==> src/logic/pmp_pkg.sv <==
package pmp_pkg;

  // ==========================================================================
  // Management frame fields.
  localparam logic [5:0] PREAMBLE_ONES = 6'h20;
  localparam logic [1:0] OP_READ = 2'h2;
  localparam logic [1:0] OP_WRITE = 2'h1;
  localparam logic [4:0] BCAST_PHY_ADDR = 5'h00;
  localparam logic [4:0] OP_LAST = 5'h01;
  localparam logic [4:0] ADDR_LAST = 5'h09;
  localparam logic [4:0] TA_LAST = 5'h01;
  localparam logic [4:0] DATA_LAST = 5'h0f;
  localparam logic [4:0] SKIP_LAST = 5'h11;
  localparam int unsigned REG_DATA_W = 16;
  localparam int unsigned REG_COUNT = 32;

  // ==========================================================================
  // Management register indices and field positions.
  localparam logic [4:0] IDX_CTRL = 5'h1f;
  localparam logic [4:0] IDX_INT_EN = 5'h1b;
  localparam logic [4:0] IDX_INT_STAT = 5'h1c;
  localparam int unsigned CTRL_BCAST_BIT = 0;
  localparam int unsigned CTRL_MDIO_PP_BIT = 1;
  localparam int unsigned CTRL_INT_PP_BIT = 2;
  localparam int unsigned CTRL_INT_INV_BIT = 3;
  localparam int unsigned INT_EVT_W = 15;
  localparam logic [15:0] REG_RESET = 16'h0000;
  // The strap is taken only once the pin synchroniser has refilled after reset.
  localparam logic [1:0] STRAP_LOAD = 2'h2;
  localparam logic [1:0] STRAP_DONE = 2'h3;

  // ==========================================================================
  // Wishbone map and bus event bits.
  localparam int unsigned WB_ADR_W = 8;
  localparam int unsigned WB_ARRAY_SEL_BIT = 7;
  localparam logic [7:0] WB_EVT_STATUS = 8'h80;
  localparam logic [7:0] WB_EVT_MASK = 8'h84;
  localparam int unsigned WB_EVT_W = 3;
  localparam int unsigned EVT_WRITE_BIT = 0;
  localparam int unsigned EVT_READ_BIT = 1;
  localparam int unsigned EVT_IGNORE_BIT = 2;

  // ==========================================================================
  // Frame decoder states.
  typedef enum logic [2:0] {
    ST_IDLE,
    ST_START,
    ST_OP,
    ST_ADDR,
    ST_TA,
    ST_DATA,
    ST_SKIP
  } pmp_state_t;

endpackage

==> src/logic/pmp_sync.sv <==
`timescale 1ns/1ps

// ============================================================================
// Two flip-flop synchroniser for pins from outside the clock domain.
module pmp_sync #(
  parameter int unsigned WIDTH = 1
) (
  input wire logic clk_i,
  input wire logic rst_i,
  input wire logic [WIDTH-1:0] async_i,
  output logic [WIDTH-1:0] sync_o
);

  logic [WIDTH-1:0] stage1;
  logic [WIDTH-1:0] next_stage1;
  logic [WIDTH-1:0] next_sync;

  if (WIDTH < 1) begin : g_chk
    $error("pmp_sync needs a width of at least one.");
  end

  // The first stage feeds the second stage only.
  always_comb begin
    next_stage1 = async_i;
    next_sync = stage1;
  end

  // Both stages clear on reset.
  always_ff @(posedge clk_i) begin
    if (rst_i) begin
      stage1 <= '0;
      sync_o <= '0;
    end else begin
      stage1 <= next_stage1;
      sync_o <= next_sync;
    end
  end

endmodule

==> src/logic/pmp_top.sv <==
// Implementation choices: the address map and the Wishbone interface to the registers.
`timescale 1ns/1ps

// What this block does
// Frame: preamble, start, opcode, addresses, turnaround, data.
// Answer at strapped five-bit address.
// Decode five-bit index into thirty-two registers.
// Controller keeps long-format devices off bus.
// Data line is open-drain after reset.
// Controller switches to push-pull before fast clock.
// Drive-type bit: zero open-drain, one push-pull.
// Broadcast enable also accepts address zero, for writes only.
// Broadcast enable resets from strap input.
// Interrupt output only for enabled conditions.
// Status bits set regardless of enables.
// Status clears on read; summary follows source.
// Interrupt drive type selectable, open-drain default.
// Invert bit picks polarity, active low default.
// Open-drain interrupt is always active low.
// Foreign addresses ignored, data line released.
// Sample on rising clock; read drives zero, MSB first.
module pmp_top (
  input wire logic clk_i,
  input wire logic rst_i,
  input wire logic wb_cyc_i,
  input wire logic wb_stb_i,
  input wire logic wb_we_i,
  input wire logic [pmp_pkg::WB_ADR_W-1:0] wb_adr_i,
  input wire logic [3:0] wb_sel_i,
  input wire logic [31:0] wb_dat_i,
  output logic [31:0] wb_dat_o,
  output logic wb_ack_o,
  output logic irq_o,
  input wire logic mdc_i,
  input wire logic mdio_i,
  output logic mdio_o,
  output logic mdio_oe_o,
  input wire logic [4:0] strapped_phy_address_i,
  input wire logic broadcast_address_strap_i,
  input wire logic [pmp_pkg::INT_EVT_W-1:0] event_i,
  input wire logic summary_i,
  output logic int_o,
  output logic int_oe_o
);

  // ==========================================================================
  // Pin synchronisers.
  logic [7:0] pins_s;
  logic mdc_s;
  logic mdio_s;
  logic strap_s;
  logic [4:0] phy_addr_s;
  logic mdc_d;
  logic mdc_rise;

  pmp_sync #(
    .WIDTH(8)
  ) u_sync (
    .clk_i(clk_i),
    .rst_i(rst_i),
    .async_i({mdc_i, mdio_i, broadcast_address_strap_i, strapped_phy_address_i}),
    .sync_o(pins_s)
  );

  // Synchronised pins split back into their meanings.
  assign mdc_s = pins_s[7];
  assign mdio_s = pins_s[6];
  assign strap_s = pins_s[5];
  assign phy_addr_s = pins_s[4:0];
  assign mdc_rise = mdc_s & ~mdc_d;

  // ==========================================================================
  // Register storage and read decode.
  logic [15:0] regs [pmp_pkg::REG_COUNT];
  logic [pmp_pkg::INT_EVT_W-1:0] int_stat;
  logic [1:0] strap_wait;
  logic bcast_en;
  logic mdio_pp;
  logic int_pp;
  logic int_inv;
  logic int_active;

  // Status reads return the live summary source on top of the latched bits.
  function automatic logic [15:0] rd_value(input logic [4:0] idx);
    if (idx == pmp_pkg::IDX_INT_STAT) begin
      rd_value = {summary_i, int_stat};
    end else begin
      rd_value = regs[idx];
    end
  endfunction

  // Control bits taken from the common control register.
  assign bcast_en = regs[pmp_pkg::IDX_CTRL][pmp_pkg::CTRL_BCAST_BIT];
  assign mdio_pp = regs[pmp_pkg::IDX_CTRL][pmp_pkg::CTRL_MDIO_PP_BIT];
  assign int_pp = regs[pmp_pkg::IDX_CTRL][pmp_pkg::CTRL_INT_PP_BIT];
  assign int_inv = regs[pmp_pkg::IDX_CTRL][pmp_pkg::CTRL_INT_INV_BIT];

  // A process, not an assign, so that status changes inside the function still reach the pin.
  always_comb begin
    int_active = |(rd_value(pmp_pkg::IDX_INT_STAT) & regs[pmp_pkg::IDX_INT_EN]);
  end

  // ==========================================================================
  // Management frame decoder.
  pmp_pkg::pmp_state_t state;
  pmp_pkg::pmp_state_t next_state;
  logic [4:0] cnt;
  logic [4:0] next_cnt;
  logic [5:0] pre_cnt;
  logic [5:0] next_pre_cnt;
  logic [9:0] hdr;
  logic [9:0] next_hdr;
  logic [15:0] shift;
  logic [15:0] next_shift;
  logic is_read;
  logic next_is_read;
  logic drive_en;
  logic next_drive_en;
  logic drive_bit;
  logic next_drive_bit;
  logic mdio_we;
  logic rd_cap;
  logic ev_ign;
  logic [9:0] hdr_in;
  logic [15:0] rd_word;
  logic addr_own;
  logic addr_bcast;

  // Header bits as they stand once the current bit is shifted in.
  assign hdr_in = {hdr[8:0], mdio_s};
  assign addr_own = (hdr_in[9:5] == phy_addr_s);
  assign addr_bcast = bcast_en && (hdr_in[9:5] == pmp_pkg::BCAST_PHY_ADDR);

  // The read word follows the register contents as well as the index.
  always_comb begin
    rd_word = rd_value(hdr[4:0]);
  end

  // Bits are taken at each rising management clock edge.
  always_comb begin
    next_state = state;
    next_cnt = cnt;
    next_pre_cnt = pre_cnt;
    next_hdr = hdr;
    next_shift = shift;
    next_is_read = is_read;
    next_drive_en = drive_en;
    next_drive_bit = drive_bit;
    mdio_we = 1'b0;
    rd_cap = 1'b0;
    ev_ign = 1'b0;
    if (mdc_rise) begin
      unique case (state)
        pmp_pkg::ST_IDLE: begin
          if (mdio_s) begin
            if (pre_cnt != pmp_pkg::PREAMBLE_ONES) begin
              next_pre_cnt = pre_cnt + 6'h01;
            end
          end else begin
            next_pre_cnt = 6'h00;
            if (pre_cnt == pmp_pkg::PREAMBLE_ONES) begin
              next_state = pmp_pkg::ST_START;
            end
          end
        end
        pmp_pkg::ST_START: begin
          next_cnt = 5'h00;
          next_state = mdio_s ? pmp_pkg::ST_OP : pmp_pkg::ST_IDLE;
        end
        pmp_pkg::ST_OP: begin
          next_hdr = hdr_in;
          next_cnt = cnt + 5'h01;
          if (cnt == pmp_pkg::OP_LAST) begin
            next_cnt = 5'h00;
            next_is_read = (hdr_in[1:0] == pmp_pkg::OP_READ);
            if ((hdr_in[1:0] == pmp_pkg::OP_READ) || (hdr_in[1:0] == pmp_pkg::OP_WRITE)) begin
              next_state = pmp_pkg::ST_ADDR;
            end else begin
              next_state = pmp_pkg::ST_IDLE;
              ev_ign = 1'b1;
            end
          end
        end
        pmp_pkg::ST_ADDR: begin
          next_hdr = hdr_in;
          next_cnt = cnt + 5'h01;
          if (cnt == pmp_pkg::ADDR_LAST) begin
            next_cnt = 5'h00;
            if (addr_own || (addr_bcast && !is_read)) begin
              next_state = pmp_pkg::ST_TA;
            end else begin
              next_state = pmp_pkg::ST_SKIP;
              ev_ign = 1'b1;
            end
          end
        end
        pmp_pkg::ST_TA: begin
          next_cnt = cnt + 5'h01;
          if (cnt != pmp_pkg::TA_LAST) begin
            next_drive_en = is_read;
            next_drive_bit = 1'b0;
          end else begin
            next_cnt = 5'h00;
            next_state = pmp_pkg::ST_DATA;
            if (is_read) begin
              next_shift = rd_word;
              next_drive_bit = rd_word[15];
              rd_cap = 1'b1;
            end
          end
        end
        pmp_pkg::ST_DATA: begin
          next_cnt = cnt + 5'h01;
          if (is_read) begin
            next_shift = {shift[14:0], 1'b0};
            next_drive_bit = shift[14];
          end else begin
            next_shift = {shift[14:0], mdio_s};
          end
          if (cnt == pmp_pkg::DATA_LAST) begin
            next_state = pmp_pkg::ST_IDLE;
            next_drive_en = 1'b0;
            mdio_we = !is_read;
          end
        end
        pmp_pkg::ST_SKIP: begin
          next_cnt = cnt + 5'h01;
          if (cnt == pmp_pkg::SKIP_LAST) begin
            next_state = pmp_pkg::ST_IDLE;
          end
        end
      endcase
    end
  end

  // Frame decoder registers.
  always_ff @(posedge clk_i) begin
    if (rst_i) begin
      state <= pmp_pkg::ST_IDLE;
      cnt <= 5'h00;
      pre_cnt <= 6'h00;
      hdr <= 10'h000;
      shift <= 16'h0000;
      is_read <= 1'b0;
      drive_en <= 1'b0;
      drive_bit <= 1'b0;
      mdc_d <= 1'b0;
    end else begin
      state <= next_state;
      cnt <= next_cnt;
      pre_cnt <= next_pre_cnt;
      hdr <= next_hdr;
      shift <= next_shift;
      is_read <= next_is_read;
      drive_en <= next_drive_en;
      drive_bit <= next_drive_bit;
      mdc_d <= mdc_s;
    end
  end

  // Open-drain releases the line for ones; push-pull drives both levels.
  assign mdio_oe_o = mdio_pp ? drive_en : (drive_en & ~drive_bit);
  assign mdio_o = mdio_pp & drive_bit;

  // ==========================================================================
  // Interrupt status and pin.
  logic [pmp_pkg::INT_EVT_W-1:0] next_int_stat;
  logic stat_clr;

  assign stat_clr = rd_cap && (hdr[4:0] == pmp_pkg::IDX_INT_STAT);

  // Events set their bits whatever the enables; a new event beats the read clear.
  always_comb begin
    next_int_stat = int_stat;
    if (stat_clr) begin
      next_int_stat = '0;
    end
    next_int_stat = next_int_stat | event_i;
  end

  // Status register.
  always_ff @(posedge clk_i) begin
    if (rst_i) begin
      int_stat <= '0;
    end else begin
      int_stat <= next_int_stat;
    end
  end

  // Open-drain forces active low; push-pull follows the invert bit.
  always_comb begin
    if (int_pp) begin
      int_oe_o = 1'b1;
      int_o = int_inv ? int_active : ~int_active;
    end else begin
      int_oe_o = int_active;
      int_o = 1'b0;
    end
  end

  // ==========================================================================
  // Wishbone slave with bus event flags.
  logic wb_req;
  logic wb_wr;
  logic wb_arr;
  logic [31:0] wb_rdata;
  logic [15:0] wb_bmask;
  logic [pmp_pkg::WB_EVT_W-1:0] evt;
  logic [pmp_pkg::WB_EVT_W-1:0] evt_mask;
  logic [pmp_pkg::WB_EVT_W-1:0] next_evt;
  logic [pmp_pkg::WB_EVT_W-1:0] next_evt_mask;
  logic [pmp_pkg::WB_EVT_W-1:0] evt_set;

  assign wb_req = wb_cyc_i & wb_stb_i;
  assign wb_wr = wb_req & wb_we_i & wb_ack_o;
  assign wb_arr = ~wb_adr_i[pmp_pkg::WB_ARRAY_SEL_BIT];
  assign wb_bmask = {{8{wb_sel_i[1]}}, {8{wb_sel_i[0]}}};
  assign evt_set = {ev_ign, rd_cap, mdio_we};
  assign irq_o = |(evt & evt_mask);

  // Read mux; unmapped words read as zero.
  always_comb begin
    wb_rdata = 32'h0000_0000;
    if (wb_arr) begin
      wb_rdata = {16'h0000, rd_value(wb_adr_i[6:2])};
    end else if (wb_adr_i == pmp_pkg::WB_EVT_STATUS) begin
      wb_rdata = {29'h0000_0000, evt};
    end else if (wb_adr_i == pmp_pkg::WB_EVT_MASK) begin
      wb_rdata = {29'h0000_0000, evt_mask};
    end
  end

  // Event flags clear by writing ones, but a same-cycle event wins.
  always_comb begin
    next_evt = evt;
    next_evt_mask = evt_mask;
    if (wb_wr && wb_sel_i[0] && (wb_adr_i == pmp_pkg::WB_EVT_STATUS)) begin
      next_evt = evt & ~wb_dat_i[pmp_pkg::WB_EVT_W-1:0];
    end
    if (wb_wr && wb_sel_i[0] && (wb_adr_i == pmp_pkg::WB_EVT_MASK)) begin
      next_evt_mask = wb_dat_i[pmp_pkg::WB_EVT_W-1:0];
    end
    next_evt = next_evt | evt_set;
  end

  // Bus answer one cycle after the request, dropped the cycle after.
  always_ff @(posedge clk_i) begin
    if (rst_i) begin
      wb_ack_o <= 1'b0;
      wb_dat_o <= 32'h0000_0000;
      evt <= '0;
      evt_mask <= '0;
    end else begin
      wb_ack_o <= wb_req & ~wb_ack_o;
      if (wb_req && !wb_ack_o) begin
        wb_dat_o <= wb_rdata;
      end
      evt <= next_evt;
      evt_mask <= next_evt_mask;
    end
  end

  // Register array: frame writes win over bus writes; strap loads once the synchroniser has refilled.
  always_ff @(posedge clk_i) begin
    if (rst_i) begin
      for (int i = 0; i < pmp_pkg::REG_COUNT; i++) begin
        regs[i] <= pmp_pkg::REG_RESET;
      end
      strap_wait <= 2'h0;
    end else begin
      if (strap_wait != pmp_pkg::STRAP_DONE) begin
        strap_wait <= strap_wait + 2'h1;
      end
      if (strap_wait == pmp_pkg::STRAP_LOAD) begin
        regs[pmp_pkg::IDX_CTRL][pmp_pkg::CTRL_BCAST_BIT] <= strap_s;
      end
      if (mdio_we) begin
        regs[hdr[4:0]] <= next_shift;
      end else if (wb_wr && wb_arr) begin
        regs[wb_adr_i[6:2]] <= (regs[wb_adr_i[6:2]] & ~wb_bmask) | (wb_dat_i[15:0] & wb_bmask);
      end
    end
  end
endmodule

==> config.mk <==
export PLATFORM = sky130hd
export DESIGN_NAME = pmp_top
export DESIGN_NICKNAME = d
export VERILOG_FILES = /design/src/logic/pmp_pkg.sv /design/src/logic/pmp_sync.sv /design/src/logic/pmp_top.sv
export SDC_FILE = /design/constraint.sdc
export NUM_CORES = 1
export LEC_CHECK = 0
export BUFFER_PORTS_ARGS = -buffer_cell sky130_fd_sc_hd__buf_2
export CAP_MARGIN = 25
export CORE_ASPECT_RATIO = 1.4
export CORE_MARGIN = 10
export CORE_UTILIZATION = 45
export DETAILED_ROUTE_END_ITERATION = 10
export PLACE_DENSITY_LB_ADDON = 0.08
export SLEW_MARGIN = 15
export SYNTH_ARGS = -nofsm -noshare
export SYNTH_HDL_FRONTEND = slang
export SYNTH_HIERARCHICAL = 1
export SYNTH_SLANG_ARGS = --single-unit
==> constraint.sdc <==
create_clock -name clk_i -period 7.2 [get_ports clk_i]
set_input_delay 0.36 -clock clk_i [delete_from_list [all_inputs] [get_ports clk_i]]
set_output_delay 0.36 -clock clk_i [all_outputs]
set_load 0.03 [all_outputs]
# Yosys cells after proc, flatten, opt, wreduce, memory -nomap -nowiden
# Memory sizes are Yosys's and may differ from the RTL's. A register that Yosys moved wholly into a read port is not among the register bits.
# Cells that the tools add are included.
totals:
  in_bits: 73
  output_inout_bits: 38
  latch_bits: 0
  mem_bits_ro: 0
  ff_bits: 115
  memories: 1
  wordCells: 194
  mem_bits_rw: 512
op_classes:
  n_addsub: 3
  shift: 0
  eq_ne: 35
  mul: 0
  magnitude_cmp: 0
  n_mux: 74
  reduce_logical: 29
  div_mod_pow: 0
  n_bitwise: 35
memory_table:
  columns: ["memory", "depth", "word_bits", "rd", "rd_ports_with_merged_regs", "write_ports", "line", "text"]
  rows:
  - ["regs", 32, 16, 4, 1, 32, "pmp_top.sv:74", "logic [15:0] regs [pmp_pkg::REG_COUNT];"]
ops:
  columns: ["op", "count"]
  rows:
  - ["$mux 16", 8]
  - ["$and 16x16->16", 3]
  - ["$reduce_or 16->1", 3]
  - ["$mux 1", 37]
  - ["$mux 5", 7]
  - ["$pmux 16 s2", 1]
  - ["$mux 3", 10]
  - ["$pmux 5 s5", 1]
  - ["$ne 2x2->1 const B", 11]
  - ["$pmux 3 s7", 1]
  - ["$eq 8x8->1 const B", 2]
  - ["$not 16->16", 1]
  - ["$or 16x16->16", 1]
  - ["$and 1x1->1", 15]
  - ["$eq 5x5->1 const B", 3]
  - ["$mux 15", 1]
  - ["$or 15x15->15", 1]
  - ["$mux 6", 2]
  - ["$eq 5x4->1 const B", 2]
  - ["$eq 5x5->1 const A", 2]
  - ["$eq 3x3->1 const B", 3]
  - ["$not 1->1", 9]
  - ["$logic_and 1x1->1", 8]
  - ["$reduce_and 4->1", 2]
  - ["other kinds (30)", 42]

# Longest topological paths before layout
# Gate-level depths: netlist of run 1.
depth:
  ltp_word: 11
  ltp_mapped: 12
  ltp_nobuf: 9

# Cells and area by module
# Netlist of run 1, hierarchy kept.
modules_own_cells:
  columns: ["module", "area_each_um2", "instances", "seq_area_each_um2", "cells_each"]
  rows:
  - ["pmp_top", 32628.8, 1, 17136.4, 2670]
  - ["pmp_sync", 464.2, 1, 320.3, 33]

# Worst setup path before layout of run 1
# No wires, ideal clock.
synth_path:
  path_type: "register to register"
  startpoint: "register cnt[0]"
  endpoint: "memory regs[31][0], enable pin"
  setup_slack_ps: 4021
  arrival_time_ps: 2889
  path_stages_with_launch: 11
  cell_sequence: "dfxtp_1 -> ha_1 -> and3_1 -> ha_1 -> nand3b_1 -> o211ai_1 -> mux2_2 -> or4_1 -> clkbuf_1 -> nand2b_1 -> or2_2"
synth_rtl:
  columns: ["item", "line", "text"]
  rows:
  - ["start: declaration", "pmp_top.sv:107", "logic [4:0] cnt;"]
  - ["start signal: assignment", "pmp_top.sv:250", "cnt <= next_cnt;"]
  - ["end: declaration", "pmp_top.sv:74", null]

==> results of run 1 <==
==> worst min path at each step <==
stage / slack (ps) / start / depth (start not counted) / to
6_report: 60 / wb_dat_i[1] / 3 / evt_mask[1]$_SDFFE_PP0P_
2_1_floorplan: 410 / u_sync/next_sync[3]$_SDFF_PP0_ / 1 / u_sync/sync_o[3]$_SDFF_PP0_
4_1_cts: 30 / wb_dat_i[2] / 3 / evt_mask[2]$_SDFFE_PP0P_
5_1_grt: 60 / wb_dat_i[2] / 3 / evt_mask[2]$_SDFFE_PP0P_
3_3_place_gp: 430 / u_sync/next_sync[1]$_SDFF_PP0_ / 1 / u_sync/sync_o[1]$_SDFF_PP0_
3_5_place_dp: 440 / wb_dat_o[11]$_SDFFE_PP0P_ / 2 / wb_dat_o[11]$_SDFFE_PP0P_
==> stage by stage <==
step           cell area [sq um]  cells
2_1_floorplan              33100   2718
3_3_place_gp               34400   3595
3_5_place_dp               34700   3614
4_1_cts                    37100   3758
5_1_grt                    37200   3765
6_report                   37200   3766
==> final cells by class <==
| type | instances | share of cell area, % |
|---|---|---|
| timing repair buffer | 246 | 5.20 |
| antenna | 1 | 0.00673 |
| multi-input combinational | 1810 | 38.6 |
| clock inverter | 21 | 0.410 |
| sequential | 616 | 47.0 |
| tap | 952 | 3.20 |
| clock buffer | 99 | 5.39 |
| inverter | 21 | 0.212 |
==> Yosys cell counts, types with 41 or more instances <==
| cell type | count | area [sq um] |
|---|---|---|
| a21oi_1 | 327 | 1640 |
| a22oi_1 | 103 | 773 |
| buf_2 | 88 | 440 |
| buf_4 | 41 | 308 |
| clkbuf_1 | 112 | 420 |
| dfxtp_1 | 104 | 2080 |
| edfxtp_1 | 512 | 15400 |
| mux2i_1 | 219 | 2190 |
| mux4_2 | 166 | 3740 |
| nand2_1 | 121 | 454 |
| nand2b_1 | 42 | 263 |
| nor2_1 | 148 | 556 |
| nor2_2 | 90 | 563 |
| nor3_1 | 188 | 941 |
==> logic make-up (layout without fill, tap and decap cells) <==
logic type / Yosys count / count (layout)
compound gates: 621 / 621
xor+xnor: 17 / 17
fa+ha+maj: 8 / 8
buf+inv: 292 / 387
flops: 616 / 616
mux: 399 / 399
other cells: 1 / 17
simple gates: 749 / 749
==> flip-flops by register name (all words and copies together), names as in the netlist, named ones only <==
name	count
regs	512
drive_bit	1
int_stat	15
u_sync/sync_o	8
is_read	1
evt	3
u_sync/next_sync	8
mdc_d	1
wb_ack_o	1
hdr	9
state	3
strap_wait	2
cnt	5
evt_mask	3
pre_cnt	6
wb_dat_o	16
shift	16
drive_en	1
==> worst max-delay path: cells and delay by family, from the launching register on <==
family                 cells  cell delay (ps)
AOI/OAI and AO/OA          3             1660
DFF                        1              990
buffers and inverters      3             1310
and+or+nand+nor            3              420
==> layer usage <==
metal  part of all wire [%]  vias to the layer above  wire (um)  global-route usage [%]
met5                  0.020                        -         27                       0
met4                    6.5                        4       8780                    18.4
met3                     11                      341      14700                    7.19
met2                     45                     1626      61200                    47.8
met1                     37                    13200      50200                    39.0
li1                       -                    10600          -                       -
==> power by group <==
group / total, mW / internal (mW) / switching [mW]
clock network: 3.48 / 2.00 / 1.48
logic: 0.620 / 0.224 / 0.396
registers: 4.05 / 3.96 / 0.0860
==> repair_timing <==
action | 4_1_cts | 5_1_grt
hold buffers | 24 | 0
hold endpoints to repair | 24 | 0
buffers inserted | 0 | 0
==> run_results.csv, run 1 <==
group,metric,value,unit
timing,holdWs,59.6,ps
timing,min_period,4750,ps
logic_synthesis,yosysWarnings,6,
timing,clock-skew-final,31.5,ps
finish,num-nets-final,2843,
status,status,"complete, no violations",
route,wirelength,135000,um
logic_synthesis,synth_mux_area_share,18.4,%
logic_synthesis,ys_types,82,
critical_path,crit_end,"regs[18][3]$_SDFFCE_PN0P_",
cts,clk_latency,640,ps
timing,hold_viol,0,
finish,fin_util,51.1,%
logic_synthesis,synthSimpleGateAreaFrac,11.7,%
cts,cts_tree,"done",
critical_path,worstSetupEndpointType,"register",
floorplanning,dieHeight,341,um
route,first_iter_violations,3230,
cts,ctsResizeCount,0,
finish,multiInputGateArea,14400,sq um
route,drt_first_pass_iters,6,
grt,gr-total-overflow,0,
critical_path,cp_common_cell,"buf_4",
floorplanning,design.die.area,84900,sq um
logic_synthesis,ys_ff_latch,616,
logic_synthesis,synthFlopType,"edfxtp_1",
grt,grt_pass1_wl,189000,um
logic_synthesis,synth_compound_area_share,11.9,%
timing,min_period_over_period,65.9,%
route,wl_per_cell,35.8,um
critical_path,cp-start-kind,"register",
run,maxCapViolCount,0,
cts,clk_pin_slew,60,ps
finish,drive_above_1_share,22.9,%
timing,worstMarginPinSlew,1150,ps
placement,hpwlAfterDp,91700,um
logic_synthesis,synthCells,2703,
logic_synthesis,ys_seq_area_share,52.8,%
finish,num-fill-cells,6367,
critical_path,path_cells,"buf_4 > and2_1 > buf_4 > a22oi_1 > a21oi_1 > nor4_2 > o32ai_4 > buf_4 > nor2_1",
critical_path,slowest_delay,990,ps
cts,clkSinkCount,616,
logic_synthesis,synthArstFlopShare,0,%
floorplanning,die_w,249,um
floorplanning,num_rows,117,
cts,htree_levels,3,
critical_path,r2r_cells,9,
timing,setup_viol,0,
timing,timing.final.ws_setup,2450,ps
route,route.detailed.drc,0,
critical_path,critPathRequiredTime,7560,ps
critical_path,critPathArrivalTime,5100,ps
route,avgViaCountPerCell,6.84,
grt,grt_pass1_vias,25000,
logic_synthesis,synth_fa_ha_area_share,0.302,%
timing,max_freq,211,MHz
logic_synthesis,synth_top_family_by_area,"multiplexers",
logic_synthesis,synth.avg_cell_area,12.2,sq um
logic_synthesis,synthXorXnorAreaFrac,0.450,%
timing,rsz0062_at_grt,"false",
finish,synthToLayoutAreaGrowth,12.4,%
timing,fin_setup_tns,0,ps
floorplanning,initial_core_util,45.5,%
grt,antenna_found_initial,6,
timing,final_max_slew_viol_count,0,
critical_path,cp_max_fo,44,
finish,seq_area,17500,sq um
cts,cts_made_buffers,67,
placement,port_buffers,76,
power_and_ir_drop,fin_total_pwr,8.15,mW
critical_path,worstSetupPathType,"reg2reg",
grt,grtUsageTotal,30.9,%
cts,clock-root-buffer,"clkbuf_16",
critical_path,timing.rr.end,"regs[18][3]$_SDFFCE_PN0P_",
logic_synthesis,synth_area,33100,sq um
logic_synthesis,synth_edf_count,512,
critical_path,crit_path_top_delay_cell,"dfxtp_4",
worst_hold_path,hold_class,"in2reg",
cts,cts_buffer_depth,3,
power_and_ir_drop,peakVddDrop,151,uV
floorplanning,pin_count,111,
power_and_ir_drop,p_leak,12.2,nW
route,antenna_left,0,
finish,layout_common_cells,"edfxtp_1 (512), a21oi_1 (318), mux2i_1 (219)",
power_and_ir_drop,p_per_area,219,nW/um^2
finish,layout_commonest_cell,"edfxtp_1",
critical_path,rrSetupSlack,2450,ps
route,vias,25700,
grt,grt_max_degree,99,
floorplanning,coreArea,72800,sq um
placement,gp_congestion,1.00,
placement,dp_slack,2610,ps
timing,slew_headroom,22.7,%
Power figures use the tool's default switching activity.
==> inputs of run 2 (changes only) <==
clock period = 4 ns   (was 7.2 ns; I/O delays follow)
==> run 2 against run 1 <==
Against the previous run: global-route usage grew 0.93 points; clock skew shrank 13 ps; critical path type unchanged; count of clock-buffer cells in the layout decreased by 16; cell area is 3.5% higher; worst hold slack better by 78 ps; critical path depth is 1 lower; sequential power up 80%; power up 79%; critical endpoint is now regs[24][5]$_SDFFCE_PN0P_; core utilization up 1.8 points; combinational power grew 92%.
==> run_results.csv, run 2 (synthesis results as in run 1) <==
group,metric,value,unit
power_and_ir_drop,p_leak,13.0,nW
timing,clock-skew-final,18.8,ps
finish,top_regs,"regs: 512 flops, shift: 16 flops, wb_dat_o: 16 flops",
route,drt_first_pass_iters,6,
grt,grt_pass1_wl,194000,um
timing,worstMarginPinSlew,986,ps
grt,grt_pass1_vias,25800,
power_and_ir_drop,seqPwrFrac,50.0,%
status,status,"complete, no violations",
route,antenna_left,0,
cts,clock-root-buffer,"clkbuf_16",
finish,drive_above_1_share,26.4,%
power_and_ir_drop,power.share.clock,41.8,%
critical_path,cp_max_fo,16,
cts,ctsResizeCount,0,
floorplanning,initial_core_util,45.5,%
route,avgViaCountPerCell,6.78,
cts,clk_pin_slew,60,ps
power_and_ir_drop,combinationalPowerShare,8.2,%
route,vias,26500,
floorplanning,num_rows,117,
placement,port_buffers,76,
route,route.detailed.drc,0,
route,first_iter_violations,3522,
floorplanning,coreArea,72800,sq um
timing,slew_headroom,34.0,%
finish,layout_common_cells,"edfxtp_1 (512), a21oi_1 (318), buf_4 (236)",
cts,htree_levels,3,
floorplanning,design.die.area,84900,sq um
grt,grtUsageTotal,31.8,%
cts,cts_buffer_depth,3,
run,maxCapViolCount,0,
finish,layout_commonest_cell,"edfxtp_1",
cts,cts_made_buffers,67,
critical_path,worstSetupEndpointType,"register",
critical_path,crit_path_top_delay_cell,"nor4_1",
critical_path,r2r_cells,8,
cts,clkSinkCount,616,
grt,antenna_found_initial,5,
critical_path,critPathArrivalTime,4090,ps
route,wl_per_cell,35.6,um
power_and_ir_drop,fin_total_pwr,14.6,mW
critical_path,critPathRequiredTime,4490,ps
timing,rsz0062_at_grt,"false",
worst_hold_path,min_path_cells,6,
timing,setup_viol,0,
critical_path,worstSetupPathType,"reg2reg",
worst_hold_path,hold_class,"in2reg",
floorplanning,dieHeight,341,um
critical_path,path_cells,"ha_1 > or4b_1 > nor4_4 > o221ai_1 > nor4_1 > o32ai_4 > buf_12 > nor2_2",
cts,clk_latency,640,ps
placement,hpwlAfterDp,98200,um
cts,cts_tree,"done",
critical_path,cp-start-kind,"register",
timing,final_max_slew_viol_count,0,
power_and_ir_drop,p_switching,3.59,mW
critical_path,slowest_delay,860,ps
grt,grt_max_degree,73,
timing,hold_viol,0,
finish,largest_reg_flops,512,
power_and_ir_drop,p_per_area,379,nW/um^2
route,wirelength,139000,um
timing,min_period_over_period,90.0,%
placement,gp_congestion,0.993,
grt,gr-total-overflow,0,
timing,fin_setup_tns,0,ps
floorplanning,pin_count,111,
finish,num-nets-final,2983,
power_and_ir_drop,p_int,11.0,mW
floorplanning,die_w,249,um
timing,max_freq,278,MHz
finish,largest_register,"regs",
power_and_ir_drop,p_sw_share,24.6,%
finish,synthToLayoutAreaGrowth,16.3,%
timing,min_period,3600,ps
power_and_ir_drop,peakVddDrop,313,uV
==> run 2: changes by cell type in the layout (fill, tap and decap cells not counted), sizes merged <==
cell,previous run,this run
buf,220,351
clkinv,18,27
diode,1,2
clkinvlp,1,7
clkbuf,101,83
dlygate4sd3,24,35
==> run 2: routing by layer <==
layer | vias to the layer above | routed length [um] | GRT usage, %
met1 | 13600 | 52500 | 40.0
met4 | 6 | 8350 | 17.1
met5 | - | 37 | 0
met3 | 362 | 14000 | 7.16
met2 | 1678 | 64100 | 50.4
li1 | 10800 | - | -
==> run 2: path summary, 6_finish.rpt <==
check | startpoint | end | slack [ps]
max | cnt[0]$_SDFFE_PP0P_ | regs[24][5]$_SDFFCE_PN0P_ | 400
min | wb_cyc_i | wb_dat_o[1]$_SDFFE_PP0P_ | 140
max reg2reg | cnt[0]$_SDFFE_PP0P_ | regs[24][5]$_SDFFCE_PN0P_ | 400
min reg2reg | u_sync/next_sync[2]$_SDFF_PP0_ | u_sync/sync_o[2]$_SDFF_PP0_ | 440
==> run 2: critical path: cells and delay by family, from the launching register on <==
family | cells | cell delay (ps)
AOI/OAI and AO/OA | 2 | 490
adders and majority gates | 1 | 220
buffers and inverters | 1 | 210
DFF | 1 | 400
and+or+nand+nor | 4 | 2100
==> run 2: final cells by class <==
type	count	area, sq um
Antenna cell	2	5.00
Clock inverter	36	240
Inverter	21	78.8
Sequential cell	616	17500
Multi-Input combinational cell	1810	14400
Fill cell	6305	34300
Timing Repair Buffer	386	3320
Tap cell	952	1190
Clock buffer	83	1840
==> run 2: per-stage QoR <==
step	hold WS (ps)	utilization (%)	cell area (sq um)	worst slack [ps]	cells
after global placement	410	49.6	36100	602	3749
after detailed placement	414	49.6	36100	506	3749
final	138	52.9	38500	401	3906
after floorplan	317	-	33100	821	2718
after CTS	114	52.9	38500	465	3903
after global routing	165	52.9	38500	278	3904
==> run 2: power groups by stage <==
stage	clock, mW	sequential, mW	combinational (mW)
3_3_place_gp	0	7.41	1.13
3_5_place_dp	0	7.42	1.14
4_1_cts	6.16	7.28	1.17
2_1_floorplan	0	7.36	0.639
5_1_grt	6.37	7.31	1.23
6_report	6.10	7.29	1.19
==> run 2: what timing repair did <==
item | CTS | global route
endpoints found under the setup margin | 0 | 0
setup buffers | 0 | 0
endpoints found under the hold margin | 34 | 0
hold buffers | 35 | 0
